[src/logic/cvlp_cfg.svh]
`ifndef CVLP_CFG_SVH
`define CVLP_CFG_SVH

// Register indices as printed; byte address is four times the index
`define CVLP_IDX_CONV1_LP       8'hB6
`define CVLP_IDX_CONV2_CTRL     8'hB7
`define CVLP_IDX_CONV1_VSEL     8'hB4
`define CVLP_IDX_SLEEP_CTRL     8'hC0
`define CVLP_IDX_STATUS         8'hC1

// Converter-1 low power fields
`define CVLP_C1_BEH_MSB         14
`define CVLP_C1_BEH_LSB         12
`define CVLP_C1_SRC_MSB         9
`define CVLP_C1_SRC_LSB         8
`define CVLP_C1_ALT_MSB         6
`define CVLP_C1_ALT_LSB         0
`define CVLP_C1_LP_RST          16'h1006
`define CVLP_C1_LP_MASK         16'h737F

// Converter-1 normal voltage code
`define CVLP_C1_VSEL_RST        7'h0E

// Converter-2 control fields
`define CVLP_C2_TOPO_BIT        14
`define CVLP_C2_BEH_BIT         12
`define CVLP_C2_SRC_MSB         9
`define CVLP_C2_SRC_LSB         8
`define CVLP_C2_ILIM_BIT        6
`define CVLP_C2_RMPH_BIT        4
`define CVLP_C2_RMPL_BIT        3
`define CVLP_C2_FB_MSB          1
`define CVLP_C2_FB_LSB          0
`define CVLP_C2_CTRL_RST        16'h0018
`define CVLP_C2_CTRL_MASK       16'h535B

// Voltage code limit, lowest ramp range code and USB divider feedback code
`define CVLP_VCODE_MAX          7'h66
`define CVLP_RAMP_LOWEST        2'h3
`define CVLP_FB_USB_DIV         2'h3

`endif

[src/logic/cvlp_pkg.sv]
package cvlp_pkg;

    typedef enum logic [2:0] {
        CVLP_C1_KEEP        = 3'h0,
        CVLP_C1_ALT         = 3'h1,
        CVLP_C1_STBY        = 3'h2,
        CVLP_C1_STBY_ALT    = 3'h3,
        CVLP_C1_LINREG      = 3'h4,
        CVLP_C1_LINREG_ALT  = 3'h5,
        CVLP_C1_RSVD        = 3'h6,
        CVLP_C1_OFF         = 3'h7
    } cvlp_c1_beh_t;

    typedef enum logic [1:0] {
        CVLP_MODE_NORMAL  = 2'h0,
        CVLP_MODE_STANDBY = 2'h1,
        CVLP_MODE_LINREG  = 2'h2
    } cvlp_op_mode_t;

    typedef enum logic [1:0] {
        CVLP_SRC_REG  = 2'h0,
        CVLP_SRC_PIN1 = 2'h1,
        CVLP_SRC_PIN2 = 2'h2,
        CVLP_SRC_PIN3 = 2'h3
    } cvlp_src_t;

    typedef enum logic [1:0] {
        CVLP_FB_EXT_DIV = 2'h0,
        CVLP_FB_SINK_A  = 2'h1,
        CVLP_FB_SINK_B  = 2'h2,
        CVLP_FB_USB     = 2'h3
    } cvlp_fb_t;

endpackage

[src/logic/cvlp_apb_slave.sv]
`include "cvlp_cfg.svh"

module cvlp_apb_slave
    import cvlp_pkg::*;
(
    // Clock and reset
    input  wire logic        clock,
    input  wire logic        rstn,
    // APB
    input  wire logic        psel,
    input  wire logic        penable,
    input  wire logic        pwrite,
    input  wire logic [11:0] paddr,
    input  wire logic [31:0] pwdata,
    input  wire logic [3:0]  pstrb,
    output logic             pready,
    output logic             pslverr,
    // Decoded access
    output logic             wr_en,
    output logic [7:0]       reg_idx,
    output logic [15:0]      wr_data,
    output logic [1:0]       wr_lanes,
    input  wire logic [15:0] rd_data,
    input  wire logic        rd_hit,
    output logic [31:0]      prdata
);

    logic [31:0] prdata_ff;
    logic        access;

    // Zero wait states: every access completes in its first access cycle
    assign access   = psel & penable;
    assign pready   = 1'b1;
    assign reg_idx  = paddr[9:2];
    assign wr_data  = pwdata[15:0];
    assign wr_lanes = pstrb[1:0];
    assign wr_en    = access & pwrite & rd_hit & (paddr[1:0] == 2'h0);
    assign pslverr  = access & (~rd_hit | (paddr[1:0] != 2'h0));

    // Read data held in a register, launched in the setup cycle
    // Misaligned reads are refused, so they must not leak register data
    always_ff @(posedge clock or negedge rstn) begin
        if (!rstn) begin
            prdata_ff <= 32'h0;
        end else if (psel & ~penable & ~pwrite) begin
            prdata_ff <= {16'h0,
                          (paddr[1:0] == 2'h0) ? rd_data : 16'h0};
        end
    end

    assign prdata = prdata_ff;

endmodule

[src/logic/cvlp_sleep_sel.sv]
`include "cvlp_cfg.svh"

module cvlp_sleep_sel
    import cvlp_pkg::*;
(
    // Clock and reset
    input  wire logic       clock,
    input  wire logic       rstn,
    input  wire logic       psm_reset,
    // Request sources
    input  wire logic [1:0] source_sel,
    input  wire logic       sleep_reg_bit,
    input  wire logic [2:0] low_power_pins,
    input  wire logic       gpio_sleep_in,
    // Result
    output logic            sleep_active
);

    logic nxt_sleep;
    logic sleep_ff;

    always_comb begin
        case (cvlp_src_t'(source_sel))
            CVLP_SRC_REG:  nxt_sleep = sleep_reg_bit;
            CVLP_SRC_PIN1: nxt_sleep = low_power_pins[0];
            CVLP_SRC_PIN2: nxt_sleep = low_power_pins[1];
            default:       nxt_sleep = low_power_pins[2];
        endcase
        nxt_sleep = nxt_sleep | gpio_sleep_in;
    end

    // Registered so the converter controls never glitch on pin edges
    always_ff @(posedge clock or negedge rstn) begin
        if (!rstn) begin
            sleep_ff <= 1'b0;
        end else if (psm_reset) begin
            sleep_ff <= 1'b0;
        end else begin
            sleep_ff <= nxt_sleep;
        end
    end

    assign sleep_active = sleep_ff;

endmodule

[src/logic/cvlp_top.sv]
`include "cvlp_cfg.svh"

// Notes on behaviour
// RULE1: Sleep code 000 keeps settings and 001 uses the image voltage code.
// RULE2: Sleep code 010 forces standby and 011 forces standby plus image code.
// RULE3: Sleep code 100 forces linear mode and 101 adds the image code.
// RULE4: Sleep code 111 disables converter 1 output; 110 is reserved.
// RULE5: Converter-1 source 00 is the register bit, 01-11 the three pins.
// RULE6: A GPIO sleep input also requests sleep for both converters.
// RULE7: Image code is 7 bits of 25 mV steps from 0.85 V, max 0x66.
// RULE8: Otherwise converter 1 uses its normal 7-bit voltage code.
// RULE9: Converter-2 topology bit 14 is boost at 0, switch at 1, reset 0.
// RULE10: Converter-2 sleep bit 12 keeps running at 0, disables at 1.
// RULE11: Converter-2 source select uses the converter-1 encoding.
// RULE12: Converter-2 bit 6 picks higher peak current at 0, lower at 1.
// RULE13: Ramp bits 4 and 3 form a range code that resets to 11.
// RULE14: Feedback source 11 forces the lowest-voltage ramp range.
// RULE15: Feedback 00 external, 01 sink A, 10 sink B, 11 USB divider.
// RULE16: All fields return to defaults on the power state machine reset.
// RULE17: When sleep ends, each converter returns to its active settings.
module cvlp_top
    import cvlp_pkg::*;
(
    // Clock and reset
    input  wire logic        clock,
    input  wire logic        rstn,
    input  wire logic        psm_reset,
    // APB
    input  wire logic        psel,
    input  wire logic        penable,
    input  wire logic        pwrite,
    input  wire logic [11:0] paddr,
    input  wire logic [31:0] pwdata,
    input  wire logic [3:0]  pstrb,
    output logic             pready,
    output logic [31:0]      prdata,
    output logic             pslverr,
    // Sleep request inputs
    input  wire logic        low_power_pin_one,
    input  wire logic        low_power_pin_two,
    input  wire logic        low_power_pin_three,
    input  wire logic        gpio_sleep_in,
    // Converter 1 controls
    output logic [6:0]       conv1_vcode,
    output logic [1:0]       conv1_op_mode,
    output logic             conv1_enable,
    // Converter 2 controls
    output logic             conv2_topology_sel,
    output logic             conv2_enable,
    output logic             conv2_peak_current_sel,
    output logic [1:0]       conv2_ramp_range,
    output logic [1:0]       conv2_feedback_source
);

    ////////////////////////////////////////////////////////////////////////
    // Register bus

    logic        wr_en;
    logic [7:0]  reg_idx;
    logic [15:0] wr_data;
    logic [1:0]  wr_lanes;
    logic [15:0] rd_data;
    logic        rd_hit;

    logic [15:0] conv1_lp_ff;
    logic [15:0] conv2_ctrl_ff;
    logic [6:0]  conv1_voltage_code_ff;
    logic        sleep_reg_bit_ff;
    logic        conv1_sleep_ff;
    logic        conv2_sleep_ff;

    cvlp_apb_slave u_apb (
        .clock    (clock),
        .rstn     (rstn),
        .psel     (psel),
        .penable  (penable),
        .pwrite   (pwrite),
        .paddr    (paddr),
        .pwdata   (pwdata),
        .pstrb    (pstrb),
        .pready   (pready),
        .pslverr  (pslverr),
        .wr_en    (wr_en),
        .reg_idx  (reg_idx),
        .wr_data  (wr_data),
        .wr_lanes (wr_lanes),
        .rd_data  (rd_data),
        .rd_hit   (rd_hit),
        .prdata   (prdata)
    );

    // Byte-lane merge, used for the conv1_lp_ff and conv2_ctrl_ff registers
    function automatic logic [15:0] merge16(
        input logic [15:0] old_val,
        input logic [15:0] new_val,
        input logic [1:0]  lanes,
        input logic [15:0] mask
    );
        logic [15:0] res;
        res = old_val;
        if (lanes[0]) begin
            res[7:0] = new_val[7:0];
        end
        if (lanes[1]) begin
            res[15:8] = new_val[15:8];
        end
        merge16 = res & mask;
    endfunction

    function automatic logic is_idx(
        input logic [7:0] idx,
        input logic [7:0] want
    );
        is_idx = (idx == want);
    endfunction

    always_comb begin
        rd_hit  = 1'b1;
        rd_data = 16'h0;
        if (is_idx(reg_idx, `CVLP_IDX_CONV1_LP)) begin
            rd_data = conv1_lp_ff;
        end else if (is_idx(reg_idx, `CVLP_IDX_CONV2_CTRL)) begin
            rd_data = conv2_ctrl_ff;
        end else if (is_idx(reg_idx, `CVLP_IDX_CONV1_VSEL)) begin
            rd_data = {9'h0, conv1_voltage_code_ff};
        end else if (is_idx(reg_idx, `CVLP_IDX_SLEEP_CTRL)) begin
            rd_data = {15'h0, sleep_reg_bit_ff};
        end else if (is_idx(reg_idx, `CVLP_IDX_STATUS)) begin
            rd_data = {14'h0, conv2_sleep_ff, conv1_sleep_ff};
        end else begin
            rd_hit = 1'b0;
        end
    end

    ////////////////////////////////////////////////////////////////////////
    // Control registers

    always_ff @(posedge clock or negedge rstn) begin
        if (!rstn) begin
            conv1_lp_ff <= `CVLP_C1_LP_RST;
        end else if (psm_reset) begin
            conv1_lp_ff <= `CVLP_C1_LP_RST;  // RULE16
        end else if (wr_en && is_idx(reg_idx, `CVLP_IDX_CONV1_LP)) begin
            conv1_lp_ff <= merge16(conv1_lp_ff, wr_data, wr_lanes,
                                   `CVLP_C1_LP_MASK);
        end
    end

    always_ff @(posedge clock or negedge rstn) begin
        if (!rstn) begin
            conv2_ctrl_ff <= `CVLP_C2_CTRL_RST;
        end else if (psm_reset) begin
            conv2_ctrl_ff <= `CVLP_C2_CTRL_RST;  // RULE16 RULE9 RULE13
        end else if (wr_en && is_idx(reg_idx, `CVLP_IDX_CONV2_CTRL)) begin
            conv2_ctrl_ff <= merge16(conv2_ctrl_ff, wr_data, wr_lanes,
                                     `CVLP_C2_CTRL_MASK);
        end
    end

    always_ff @(posedge clock or negedge rstn) begin
        if (!rstn) begin
            conv1_voltage_code_ff <= `CVLP_C1_VSEL_RST;
        end else if (psm_reset) begin
            conv1_voltage_code_ff <= `CVLP_C1_VSEL_RST;
        end else if (wr_en && wr_lanes[0]
                     && is_idx(reg_idx, `CVLP_IDX_CONV1_VSEL)) begin
            conv1_voltage_code_ff <= wr_data[6:0];  // RULE8
        end
    end

    always_ff @(posedge clock or negedge rstn) begin
        if (!rstn) begin
            sleep_reg_bit_ff <= 1'b0;
        end else if (psm_reset) begin
            sleep_reg_bit_ff <= 1'b0;
        end else if (wr_en && wr_lanes[0]
                     && is_idx(reg_idx, `CVLP_IDX_SLEEP_CTRL)) begin
            sleep_reg_bit_ff <= wr_data[0];
        end
    end

    ////////////////////////////////////////////////////////////////////////
    // Sleep request selection

    logic [2:0] lp_pins;
    assign lp_pins = {low_power_pin_three, low_power_pin_two,
                      low_power_pin_one};

    cvlp_sleep_sel u_sel1 (
        .clock          (clock),
        .rstn           (rstn),
        .psm_reset      (psm_reset),
        .source_sel     (conv1_lp_ff[`CVLP_C1_SRC_MSB:`CVLP_C1_SRC_LSB]),
        .sleep_reg_bit  (sleep_reg_bit_ff),
        .low_power_pins (lp_pins),
        .gpio_sleep_in  (gpio_sleep_in),
        .sleep_active   (conv1_sleep_ff)
    );  // RULE5 RULE6

    cvlp_sleep_sel u_sel2 (
        .clock          (clock),
        .rstn           (rstn),
        .psm_reset      (psm_reset),
        .source_sel     (conv2_ctrl_ff[`CVLP_C2_SRC_MSB:`CVLP_C2_SRC_LSB]),
        .sleep_reg_bit  (sleep_reg_bit_ff),
        .low_power_pins (lp_pins),
        .gpio_sleep_in  (gpio_sleep_in),
        .sleep_active   (conv2_sleep_ff)
    );  // RULE11 RULE6

    ////////////////////////////////////////////////////////////////////////
    // Converter 1 outputs

    cvlp_c1_beh_t  c1_beh;
    logic [6:0]    nxt_c1_vcode;
    logic [1:0]    nxt_c1_mode;
    logic          nxt_c1_en;
    logic [6:0]    c1_vcode_ff;
    logic [1:0]    c1_mode_ff;
    logic          c1_en_ff;

    assign c1_beh = cvlp_c1_beh_t'(
        conv1_lp_ff[`CVLP_C1_BEH_MSB:`CVLP_C1_BEH_LSB]);

    always_comb begin
        nxt_c1_vcode = conv1_voltage_code_ff;  // RULE8 RULE17
        nxt_c1_mode  = CVLP_MODE_NORMAL;
        nxt_c1_en    = 1'b1;
        if (conv1_sleep_ff) begin
            case (c1_beh)
                CVLP_C1_KEEP: begin
                    nxt_c1_vcode = conv1_voltage_code_ff;  // RULE1
                end
                CVLP_C1_ALT: begin
                    nxt_c1_vcode = conv1_lp_ff[6:0];  // RULE1 RULE7
                end
                CVLP_C1_STBY: begin
                    nxt_c1_mode = CVLP_MODE_STANDBY;  // RULE2
                end
                CVLP_C1_STBY_ALT: begin
                    nxt_c1_mode  = CVLP_MODE_STANDBY;  // RULE2
                    nxt_c1_vcode = conv1_lp_ff[6:0];
                end
                CVLP_C1_LINREG: begin
                    nxt_c1_mode = CVLP_MODE_LINREG;  // RULE3
                end
                CVLP_C1_LINREG_ALT: begin
                    nxt_c1_mode  = CVLP_MODE_LINREG;  // RULE3
                    nxt_c1_vcode = conv1_lp_ff[6:0];
                end
                CVLP_C1_OFF: begin
                    nxt_c1_en = 1'b0;  // RULE4
                end
                default: begin
                    // Reserved code behaves as no change
                    nxt_c1_vcode = conv1_voltage_code_ff;  // RULE4
                end
            endcase
        end
        // Codes above the top step are clamped to the usable maximum
        if (nxt_c1_vcode > `CVLP_VCODE_MAX) begin
            nxt_c1_vcode = `CVLP_VCODE_MAX;  // RULE7
        end
    end

    always_ff @(posedge clock or negedge rstn) begin
        if (!rstn) begin
            c1_vcode_ff <= `CVLP_C1_VSEL_RST;
            c1_mode_ff  <= CVLP_MODE_NORMAL;
            c1_en_ff    <= 1'b1;
        end else begin
            c1_vcode_ff <= nxt_c1_vcode;
            c1_mode_ff  <= nxt_c1_mode;
            c1_en_ff    <= nxt_c1_en;
        end
    end

    assign conv1_vcode   = c1_vcode_ff;
    assign conv1_op_mode = c1_mode_ff;
    assign conv1_enable  = c1_en_ff;

    ////////////////////////////////////////////////////////////////////////
    // Converter 2 outputs

    logic [1:0] nxt_c2_ramp;
    logic       nxt_c2_en;
    logic       c2_topo_ff;
    logic       c2_en_ff;
    logic       c2_ilim_ff;
    logic [1:0] c2_ramp_ff;
    logic [1:0] c2_fb_ff;

    always_comb begin
        nxt_c2_ramp = {conv2_ctrl_ff[`CVLP_C2_RMPH_BIT],
                       conv2_ctrl_ff[`CVLP_C2_RMPL_BIT]};  // RULE13
        if (conv2_ctrl_ff[`CVLP_C2_FB_MSB:`CVLP_C2_FB_LSB]
            == `CVLP_FB_USB_DIV) begin
            nxt_c2_ramp = `CVLP_RAMP_LOWEST;  // RULE14
        end
        // Running resumes as soon as the request drops
        nxt_c2_en = ~(conv2_sleep_ff
                      & conv2_ctrl_ff[`CVLP_C2_BEH_BIT]);  // RULE10 RULE17
    end

    always_ff @(posedge clock or negedge rstn) begin
        if (!rstn) begin
            c2_topo_ff <= 1'b0;
            c2_en_ff   <= 1'b1;
            c2_ilim_ff <= 1'b0;
            c2_ramp_ff <= `CVLP_RAMP_LOWEST;
            c2_fb_ff   <= CVLP_FB_EXT_DIV;
        end else begin
            c2_topo_ff <= conv2_ctrl_ff[`CVLP_C2_TOPO_BIT];  // RULE9
            c2_en_ff   <= nxt_c2_en;
            c2_ilim_ff <= conv2_ctrl_ff[`CVLP_C2_ILIM_BIT];  // RULE12
            c2_ramp_ff <= nxt_c2_ramp;
            c2_fb_ff   <= conv2_ctrl_ff[`CVLP_C2_FB_MSB:
                                        `CVLP_C2_FB_LSB];  // RULE15
        end
    end

    assign conv2_topology_sel     = c2_topo_ff;
    assign conv2_enable           = c2_en_ff;
    assign conv2_peak_current_sel = c2_ilim_ff;
    assign conv2_ramp_range       = c2_ramp_ff;
    assign conv2_feedback_source  = c2_fb_ff;

endmodule

[config.mk]
export PLATFORM = sky130hd
export DESIGN_NAME = cvlp_top
export DESIGN_NICKNAME = d
export VERILOG_FILES = /design/src/logic/cvlp_pkg.sv /design/src/logic/cvlp_apb_slave.sv /design/src/logic/cvlp_sleep_sel.sv /design/src/logic/cvlp_top.sv
export VERILOG_INCLUDE_DIRS = /design/src /design/src/logic
export SDC_FILE = /design/constraint.sdc
export NUM_CORES = 1
export LEC_CHECK = 0
export BUFFER_PORTS_ARGS = -buffer_cell sky130_fd_sc_hd__buf_2
export CORE_ASPECT_RATIO = 0.5
export CORE_MARGIN = 5
export CORE_UTILIZATION = 50
export CTS_CLUSTER_SIZE = 16
export DETAILED_ROUTE_END_ITERATION = 7
export HOLD_SLACK_MARGIN = 0.06
export PLACE_DENSITY = 0.78
export SYNTH_ARGS = -nofsm -noshare
export SYNTH_HDL_FRONTEND = slang
export SYNTH_HIERARCHICAL = 1
export SYNTH_SLANG_ARGS = --single-unit
[constraint.sdc]
create_clock -name clock -period 1.5 [get_ports clock]
set_input_delay 0.15 -clock clock [delete_from_list [all_inputs] [get_ports clock]]
set_output_delay 0.15 -clock clock [all_outputs]
set_load 0.01 [all_outputs]
==> impl_metrics.sql, run 1 <==
INSERT INTO impl_metrics (metric_group, metric, value, unit) VALUES
('outcome', 'status', 'finished with violations', ''),
('outcome', 'failed_checks', 'negative setup slack', ''),
('detailed_routing', 'first_iter_violations', '185', ''),
('global_routing', 'grt_pass1_wl', '14000', 'microns'),
('setup_path', 'worstPathCellList', 'buf_8, nor4b_4, nand2_1, o22ai_2, and3_4, and2_4, nor4b_4, buf_6, mux2i_2', ''),
('setup_path', 'slowest_stage', 'sky130_fd_sc_hd__nor4b_4', ''),
('place', 'placed_cells', '491', ''),
('global_routing', 'globalRoute.totalOverflow', '0', ''),
('floorplanning', 'floorplan.core_area', '0.00686', 'sq mm'),
('clock_network', 'tritoncts', 'done', ''),
('sta', 'timing.final.hold_violations', '0', ''),
('setup_path', 'biggest_cell_delay_along_the_critical_path', '0.30', 'ns'),
('finish', 'fillerInstances', '479', ''),
('global_routing', 'via_count_of_the_first_global_routing_pass', '2851', ''),
('yosys', 'post_synthesis_instance_total', '329', ''),
('place', 'port_buf_inserts', '67', ''),
('clock_network', 'tritoncts.num_buffers', '9', ''),
('clock_network', 'htree_levels', '3', ''),
('yosys', 'post_synth_instance_area', '0.00361', 'sq mm'),
('power_and_ir_drop', 'peakVddDrop', '0.531', 'mV'),
('yosys', 'yosysWarningCount', '6', ''),
('sta', 'setup_clock_skew_after_layout', '0.00453', 'ns'),
('floorplanning', 'floorplan.die.height', '70.1', 'microns'),
('power_and_ir_drop', 'pwr_density', '917', 'mW/mm^2'),
('finish', 'num-nets-final', '475', ''),
('sta', 'rsz0062_at_grt', 'true', ''),
('sta', 'setup_viol', '24', ''),
('yosys', 'syn_area_per_cell', '11.0', 'sq um'),
('detailed_routing', 'remaining_drc_errors', '0', ''),
('detailed_routing', 'detailedRoute.firstPassIterationCount', '4', ''),
('detailed_routing', 'post_drt_wl_per_cell', '17.2', 'microns'),
('run', 'timing.max_cap.violations', '0', ''),
('finish', 'drive_gt1_share', '45.3', '%'),
('setup_path', 'critPathCaptureType', 'flip-flop', ''),
('detailed_routing', 'postRouteAntennaNets', '0', ''),
('setup_path', 'worstPathRequired', '1.75', 'ns'),
('clock_network', 'cts.reportedPaths.clkPinSlew', '0.05', 'ns'),
('clock_network', 'clk_lat_worst_skew', '0.33', 'ns'),
('floorplanning', 'floorplan.initialDensity', '52.7', '%'),
('sta', 'clock.fmax', '0.608', 'GHz'),
('floorplanning', 'die_outline_area', '0.00912', 'sq mm'),
('sta', 'slew_viol_final', '0', ''),
('floorplanning', 'placement_rows', '21', ''),
('floorplanning', 'fp.dieW', '130', 'microns'),
('clock_network', 'clock_tree.root_cell', 'sky130_fd_sc_hd__clkbuf_16', ''),
('power_and_ir_drop', 'p_leak', '0.00219', 'uW'),
('setup_path', 'timing.critical_path.fanout_max', '7', ''),
('global_routing', 'grt_use_total', '19.8', '%'),
('place', 'finalWeightedCongestion', '0.895', ''),
('detailed_routing', 'route.detailed.vias_per_inst', '5.26', ''),
('finish', 'finalNonFillerCells', '514', ''),
('place', 'dp_hpwl', '6250', 'microns'),
('finish', 'syn_to_final_growth', '27.4', '%'),
('sta', 'setup_slack', '-0.145', 'ns'),
('setup_path', 'start_kind', 'primary input', ''),
('setup_path', 'worstPathArrival', '1.89', 'ns'),
('clock_network', 'cts_sinks', '64', ''),
('sta', 'holdWs', '0.0865', 'ns'),
('clock_network', 'cts_max_path_buffers', '2', ''),
('global_routing', 'grt_antenna_before_repair', '0', ''),
('detailed_routing', 'total_number_of_vias', '2705', ''),
('finish', 'ant_diodes', '0', ''),
('floorplanning', 'io_pins', '109', ''),
('sta', 'finalWorstPathRequiredPeriod', '1.64', 'ns'),
('setup_path', 'cpMostUsedCell', 'sky130_fd_sc_hd__nor4b_4', ''),
('global_routing', 'grt_max_degree', '65', ''),
('detailed_routing', 'wirelength', '8830', 'microns'),
('min_path', 'class_of_the_tightest_hold_or_removal_check', 'in -> reg', ''),
('setup_path', 'critical_path_class', 'in -> reg', ''),
('sta', 'layout_worst_path_cycle_share', '110', '%');
[repair_timing]
action / CTS / global route
endpoints found under the hold margin: 49 / 0
endpoints found under the setup margin: 21 / 27
resized for setup: 7 / 14
pin swaps: 6 / 4
hold buffers: 1 / 0
buffers inserted: 4 / 2
[worst paths after layout]
check / slack, ns / startpoint / cells after the start / to
max: -0.14 / paddr[7] / 9 / conv1_lp_ff[5]$_DFFE_PN0P_
min: 0.09 / pwdata[4] / 3 / conv2_ctrl_ff[4]$_DFFE_PN1P_
max reg2reg: 0.03 / conv1_lp_ff[12]$_DFFE_PN1P_ / 3 / conv1_vcode[1]$_DFF_PN1_
min reg2reg: 0.41 / conv2_ctrl_ff[14]$_DFFE_PN0P_ / 0 / conv2_topology_sel$_DFF_PN0_
max in group asynchronous: 0.82 / rstn / 3 / conv1_vcode[2]$_DFF_PN1_
min in group asynchronous: 0.35 / rstn / 3 / u_apb/prdata[8]$_DFFE_PN0P_
[worst max-delay path, delay by kind of cell]
kind | cells | cell delay [ns]
compound gates | 1 | 0.18
mux | 1 | 0.23
buf+inv | 2 | 0.29
simple gates | 5 | 1.03
[where the power goes]
part	switching (uW)	internal (uW)	total (uW)	leakage, uW
clock	754	1330	2090	0.000139
combinational	217	162	379	0.00121
sequential	8.03	1750	1750	0.000839
[through the flow]
| stage | area [sq um] | power (uW) | setup WS (ns) | utilization [%] | TNS (ns) |
|---|---|---|---|---|---|
| final | 4600 | 4220 | -0.145 | 67.1 | -1.06 |
| after global routing | 4600 | 4370 | -0.229 | 67.1 | -3.73 |
| after CTS | 4520 | 4230 | -0.0798 | 65.9 | -0.262 |
| after detailed placement | 4130 | 2140 | -0.486 | 60.2 | -11.34 |
| after global placement | 4130 | 2130 | -0.377 | 60.2 | -8.66 |
| after floorplan | 3730 | 2040 | -0.301 | - | -6.56 |
[state kept, by name, indices dropped and copies added (netlist names)]
signal and flops:
conv1_enable 1, conv2_ctrl_ff 9, conv2_feedback_source 2, conv1_op_mode 2, conv1_voltage_code_ff 7, conv1_vcode 7, conv2_peak_current_sel 1, u_sel2/sleep_active 1
conv2_enable 1, conv2_topology_sel 1, sleep_reg_bit_ff 1, u_apb/prdata 16, conv2_ramp_range 2, conv1_lp_ff 12, u_sel1/sleep_active 1
[per-layer routing]
metal | track usage [%] | part of all wire, %
met3 | 5.86 | 6.4
met4 | 7.14 | 1.5
met2 | 33.3 | 51
met5 | 0 | 0
met1 | 24.1 | 41
[cell type report]
cell class / instances / area, sq um / area share (%)
clock buffers: 12 / 246 / 5.36
clock inverters: 4 / 53.8 / 1.17
multi-input cells: 227 / 1790 / 38.9
flip-flops and latches: 64 / 1620 / 35.2
well taps: 92 / 115 / 2.50
repair buffers: 115 / 776 / 16.9
[placed cells by master (no fill, tap or decap), types with 2 or more instances in the layout]
cell / n
sky130_fd_sc_hd__nor4b_4: 2
sky130_fd_sc_hd__nand2_2: 2
sky130_fd_sc_hd__and2_1: 2
sky130_fd_sc_hd__conb_1: 21
sky130_fd_sc_hd__nand2b_1: 32
sky130_fd_sc_hd__nor2b_1: 3
sky130_fd_sc_hd__a22oi_1: 3
sky130_fd_sc_hd__dfstp_2: 15
sky130_fd_sc_hd__nor2_1: 28
sky130_fd_sc_hd__dfrtp_1: 49
sky130_fd_sc_hd__o32a_1: 2
sky130_fd_sc_hd__nand2_1: 11
sky130_fd_sc_hd__buf_12: 4
sky130_fd_sc_hd__mux2i_1: 38
sky130_fd_sc_hd__o21ai_0: 3
sky130_fd_sc_hd__clkbuf_16: 9
sky130_fd_sc_hd__a221oi_2: 2
sky130_fd_sc_hd__nand4_1: 3
sky130_fd_sc_hd__buf_4: 40
sky130_fd_sc_hd__nor3_4: 2
sky130_fd_sc_hd__nor3_1: 2
sky130_fd_sc_hd__a211oi_1: 2
sky130_fd_sc_hd__mux2i_2: 3
sky130_fd_sc_hd__buf_6: 4
sky130_fd_sc_hd__nor3b_1: 17
sky130_fd_sc_hd__clkbuf_1: 2
sky130_fd_sc_hd__a21o_1: 2
sky130_fd_sc_hd__nand3_1: 2
sky130_fd_sc_hd__buf_2: 65
sky130_fd_sc_hd__mux2_2: 23
sky130_fd_sc_hd__clkinvlp_4: 2
(Power assumes the default switching activity.)
==> run 2, diff against run 1 <==
CORE_UTILIZATION = 30   (was 50)
PLACE_DENSITY = default   (was 0.78)
clock period = 2.1 ns   (was 1.5 ns; I/O delays follow)
==> run 2 against run 1 <==
Effect of this change:
- the flow now finishes without violations
- critical path depth unchanged
- clock skew grew 0.0013 ns
- non-clock buffer count shrank 28
- clock power shrank 21%
- first-iteration DRC count down 37%
- hold slack gained 0.059 ns
- register-to-register slack gained 0.48 ns
- die area grew 59%
- largest cell class unchanged
==> impl_metrics.sql, run 2 (same netlist as run 1, synthesis figures left out) <==
INSERT INTO impl_metrics (metric_group, metric, value, unit) VALUES
('sta', 'rsz0062_at_grt', 'false', ''),
('setup_path', 'timing.critical_path.fanout_max', '7', ''),
('sta', 'totalNegativeSetupSlack', '0', 'ns'),
('power_and_ir_drop', 'pwr_density', '716', 'mW/mm^2'),
('outcome', 'status', 'finished clean', ''),
('clock_network', 'clk_lat_worst_skew', '0.32', 'ns'),
('detailed_routing', 'post_drt_wl_per_cell', '15.2', 'microns'),
('floorplanning', 'floorplan.core_area', '0.0118', 'sq mm'),
('finish', 'mostFrequentLayoutCells', 'sky130_fd_sc_hd__buf_2, sky130_fd_sc_hd__dfrtp_1, sky130_fd_sc_hd__mux2i_1, sky130_fd_sc_hd__nand2b_1, sky130_fd_sc_hd__nor2_1', ''),
('clock_network', 'cts_sinks', '64', ''),
('finish', 'ant_diodes', '0', ''),
('setup_path', 'worstPathRequired', '2.35', 'ns'),
('clock_network', 'tritoncts.num_buffers', '9', ''),
('global_routing', 'via_count_of_the_first_global_routing_pass', '2565', ''),
('global_routing', 'grt_pass1_wl', '13500', 'microns'),
('floorplanning', 'io_pins', '109', ''),
('place', 'dp_hpwl', '6280', 'microns'),
('sta', 'max_slew.worst_pin.slew', '0.682', 'ns'),
('finish', 'layout.core_utilization', '37.1', '%'),
('finish', 'max_ffs_per_register', '16', ''),
('detailed_routing', 'total_number_of_vias', '2470', ''),
('run', 'timing.max_cap.violations', '0', ''),
('global_routing', 'grt_antenna_before_repair', '1', ''),
('setup_path', 'worstPathArrival', '1.98', 'ns'),
('floorplanning', 'die_outline_area', '0.0145', 'sq mm'),
('setup_path', 'start_kind', 'primary input', ''),
('global_routing', 'grt_use_total', '12.2', '%'),
('clock_network', 'cts_max_path_buffers', '2', ''),
('place', 'finalWeightedCongestion', '0.801', ''),
('clock_network', 'htree_levels', '3', ''),
('floorplanning', 'floorplan.initialDensity', '30.6', '%'),
('sta', 'worst_slew_margin_rel', '54.5', '%'),
('detailed_routing', 'postRouteAntennaNets', '0', ''),
('setup_path', 'critPathCaptureType', 'flip-flop', ''),
('detailed_routing', 'remaining_drc_errors', '0', ''),
('finish', 'layout_commonest_cell', 'sky130_fd_sc_hd__buf_2', ''),
('detailed_routing', 'first_iter_violations', '117', ''),
('sta', 'timing.final.hold_violations', '0', ''),
('finish', 'drive_gt1_share', '38.1', '%'),
('setup_path', 'number_of_cells_on_the_worst_reg_to_reg_path', '5', ''),
('sta', 'finalWorstPathRequiredPeriod', '1.73', 'ns'),
('floorplanning', 'floorplan.die.height', '87.6', 'microns'),
('place', 'port_buf_inserts', '67', ''),
('clock_network', 'tritoncts', 'done', ''),
('clock_network', 'postCtsSetupBuffers', '0', ''),
('finish', 'num-nets-final', '447', ''),
('clock_network', 'clock_tree.root_cell', 'sky130_fd_sc_hd__clkbuf_16', ''),
('sta', 'layout_worst_path_cycle_share', '82.5', '%'),
('finish', 'syn_to_final_growth', '21.2', '%'),
('detailed_routing', 'detailedRoute.firstPassIterationCount', '4', ''),
('floorplanning', 'fp.dieW', '165', 'microns'),
('floorplanning', 'placement_rows', '28', ''),
('detailed_routing', 'route.detailed.vias_per_inst', '4.42', ''),
('sta', 'clock.fmax', '0.577', 'GHz'),
('global_routing', 'grt_max_degree', '52', ''),
('power_and_ir_drop', 'peakVddDrop', '0.393', 'mV'),
('min_path', 'worstHoldPathCells', '3', ''),
('global_routing', 'globalRoute.totalOverflow', '0', ''),
('sta', 'setup_clock_skew_after_layout', '0.00579', 'ns'),
('min_path', 'class_of_the_tightest_hold_or_removal_check', 'in -> reg', ''),
('clock_network', 'cts.reportedPaths.clkPinSlew', '0.05', 'ns'),
('power_and_ir_drop', 'p_leak', '0.00204', 'uW'),
('setup_path', 'critical_path_class', 'in -> reg', ''),
('sta', 'slew_viol_final', '0', ''),
('detailed_routing', 'wirelength', '8470', 'microns'),
('sta', 'setup_viol', '0', '');
## run 2: layer usage
layer	GRT usage [%]	wire, microns	vias up
li1	-	-	1199
met1	16.1	4020	1206
met2	19.3	3880	51
met3	3.39	423	12
met4	4.23	136	2
met5	0	7	-
## run 2: repair_timing
| action | CTS | global route |
|---|---|---|
| hold buffers | 1 | 0 |
| hold endpoints to repair | 9 | 0 |
| setup endpoints to repair | 0 | 0 |
| resized for setup | 0 | 0 |
## run 2: through the flow
step	hold WS, ns	total power [uW]	setup slack [ns]	cell area (sq um)	std cells
floorplan	-0.0856	1450	0.0885	3680	347
global placement	0.137	1510	0.0618	4030	542
detailed placement	0.144	1510	0.0118	4030	542
CTS	0.138	3170	0.340	4380	559
global route	0.151	3240	0.206	4380	559
finish	0.145	3130	0.367	4380	559
## run 2: worst paths after layout
check / slack [ns] / startpoint / endpoint
worst min register to register: 0.40 / u_sel2/sleep_active$_DFF_PN0_ / conv2_enable$_DFF_PN1_
max in group asynchronous: 1.14 / rstn / conv1_enable$_DFF_PN1_
worst max-delay path: 0.37 / paddr[4] / conv1_lp_ff[1]$_DFFE_PN1P_
worst min-delay path: 0.15 / pwdata[4] / conv2_ctrl_ff[4]$_DFFE_PN1P_
min in group asynchronous: 0.33 / rstn / conv2_feedback_source[0]$_DFF_PN0_
worst max register to register: 0.51 / conv1_voltage_code_ff[1]$_DFFE_PN1P_ / u_apb/prdata[1]$_DFFE_PN0P_
## run 2: final cells by class
| cell class | instances | area (sq um) |
|---|---|---|
| fill | 1165 | 7430 |
| multi-input combinational | 227 | 1690 |
| sequential | 64 | 1620 |
| timing repair buffer | 87 | 526 |
| clock buffer | 14 | 274 |
| tap | 165 | 206 |
| clock inverter | 2 | 60.1 |
## run 2: report_power, final
group          switching, uW  internal [uW]  total (uW)
combinational            141           93.1         234
clock                    510           1140        1650
sequential              5.40           1250        1250
## run 2: worst max-delay path, cell delays in order
cell and delay, ns:
sky130_fd_sc_hd__buf_2 0.12, sky130_fd_sc_hd__nor4b_2 0.31, sky130_fd_sc_hd__nand2_1 0.11, sky130_fd_sc_hd__o22ai_1 0.18, sky130_fd_sc_hd__and3_1 0.22, sky130_fd_sc_hd__and2_1 0.19
sky130_fd_sc_hd__nor4b_2 0.20, sky130_fd_sc_hd__buf_4 0.23, sky130_fd_sc_hd__mux2i_1 0.21
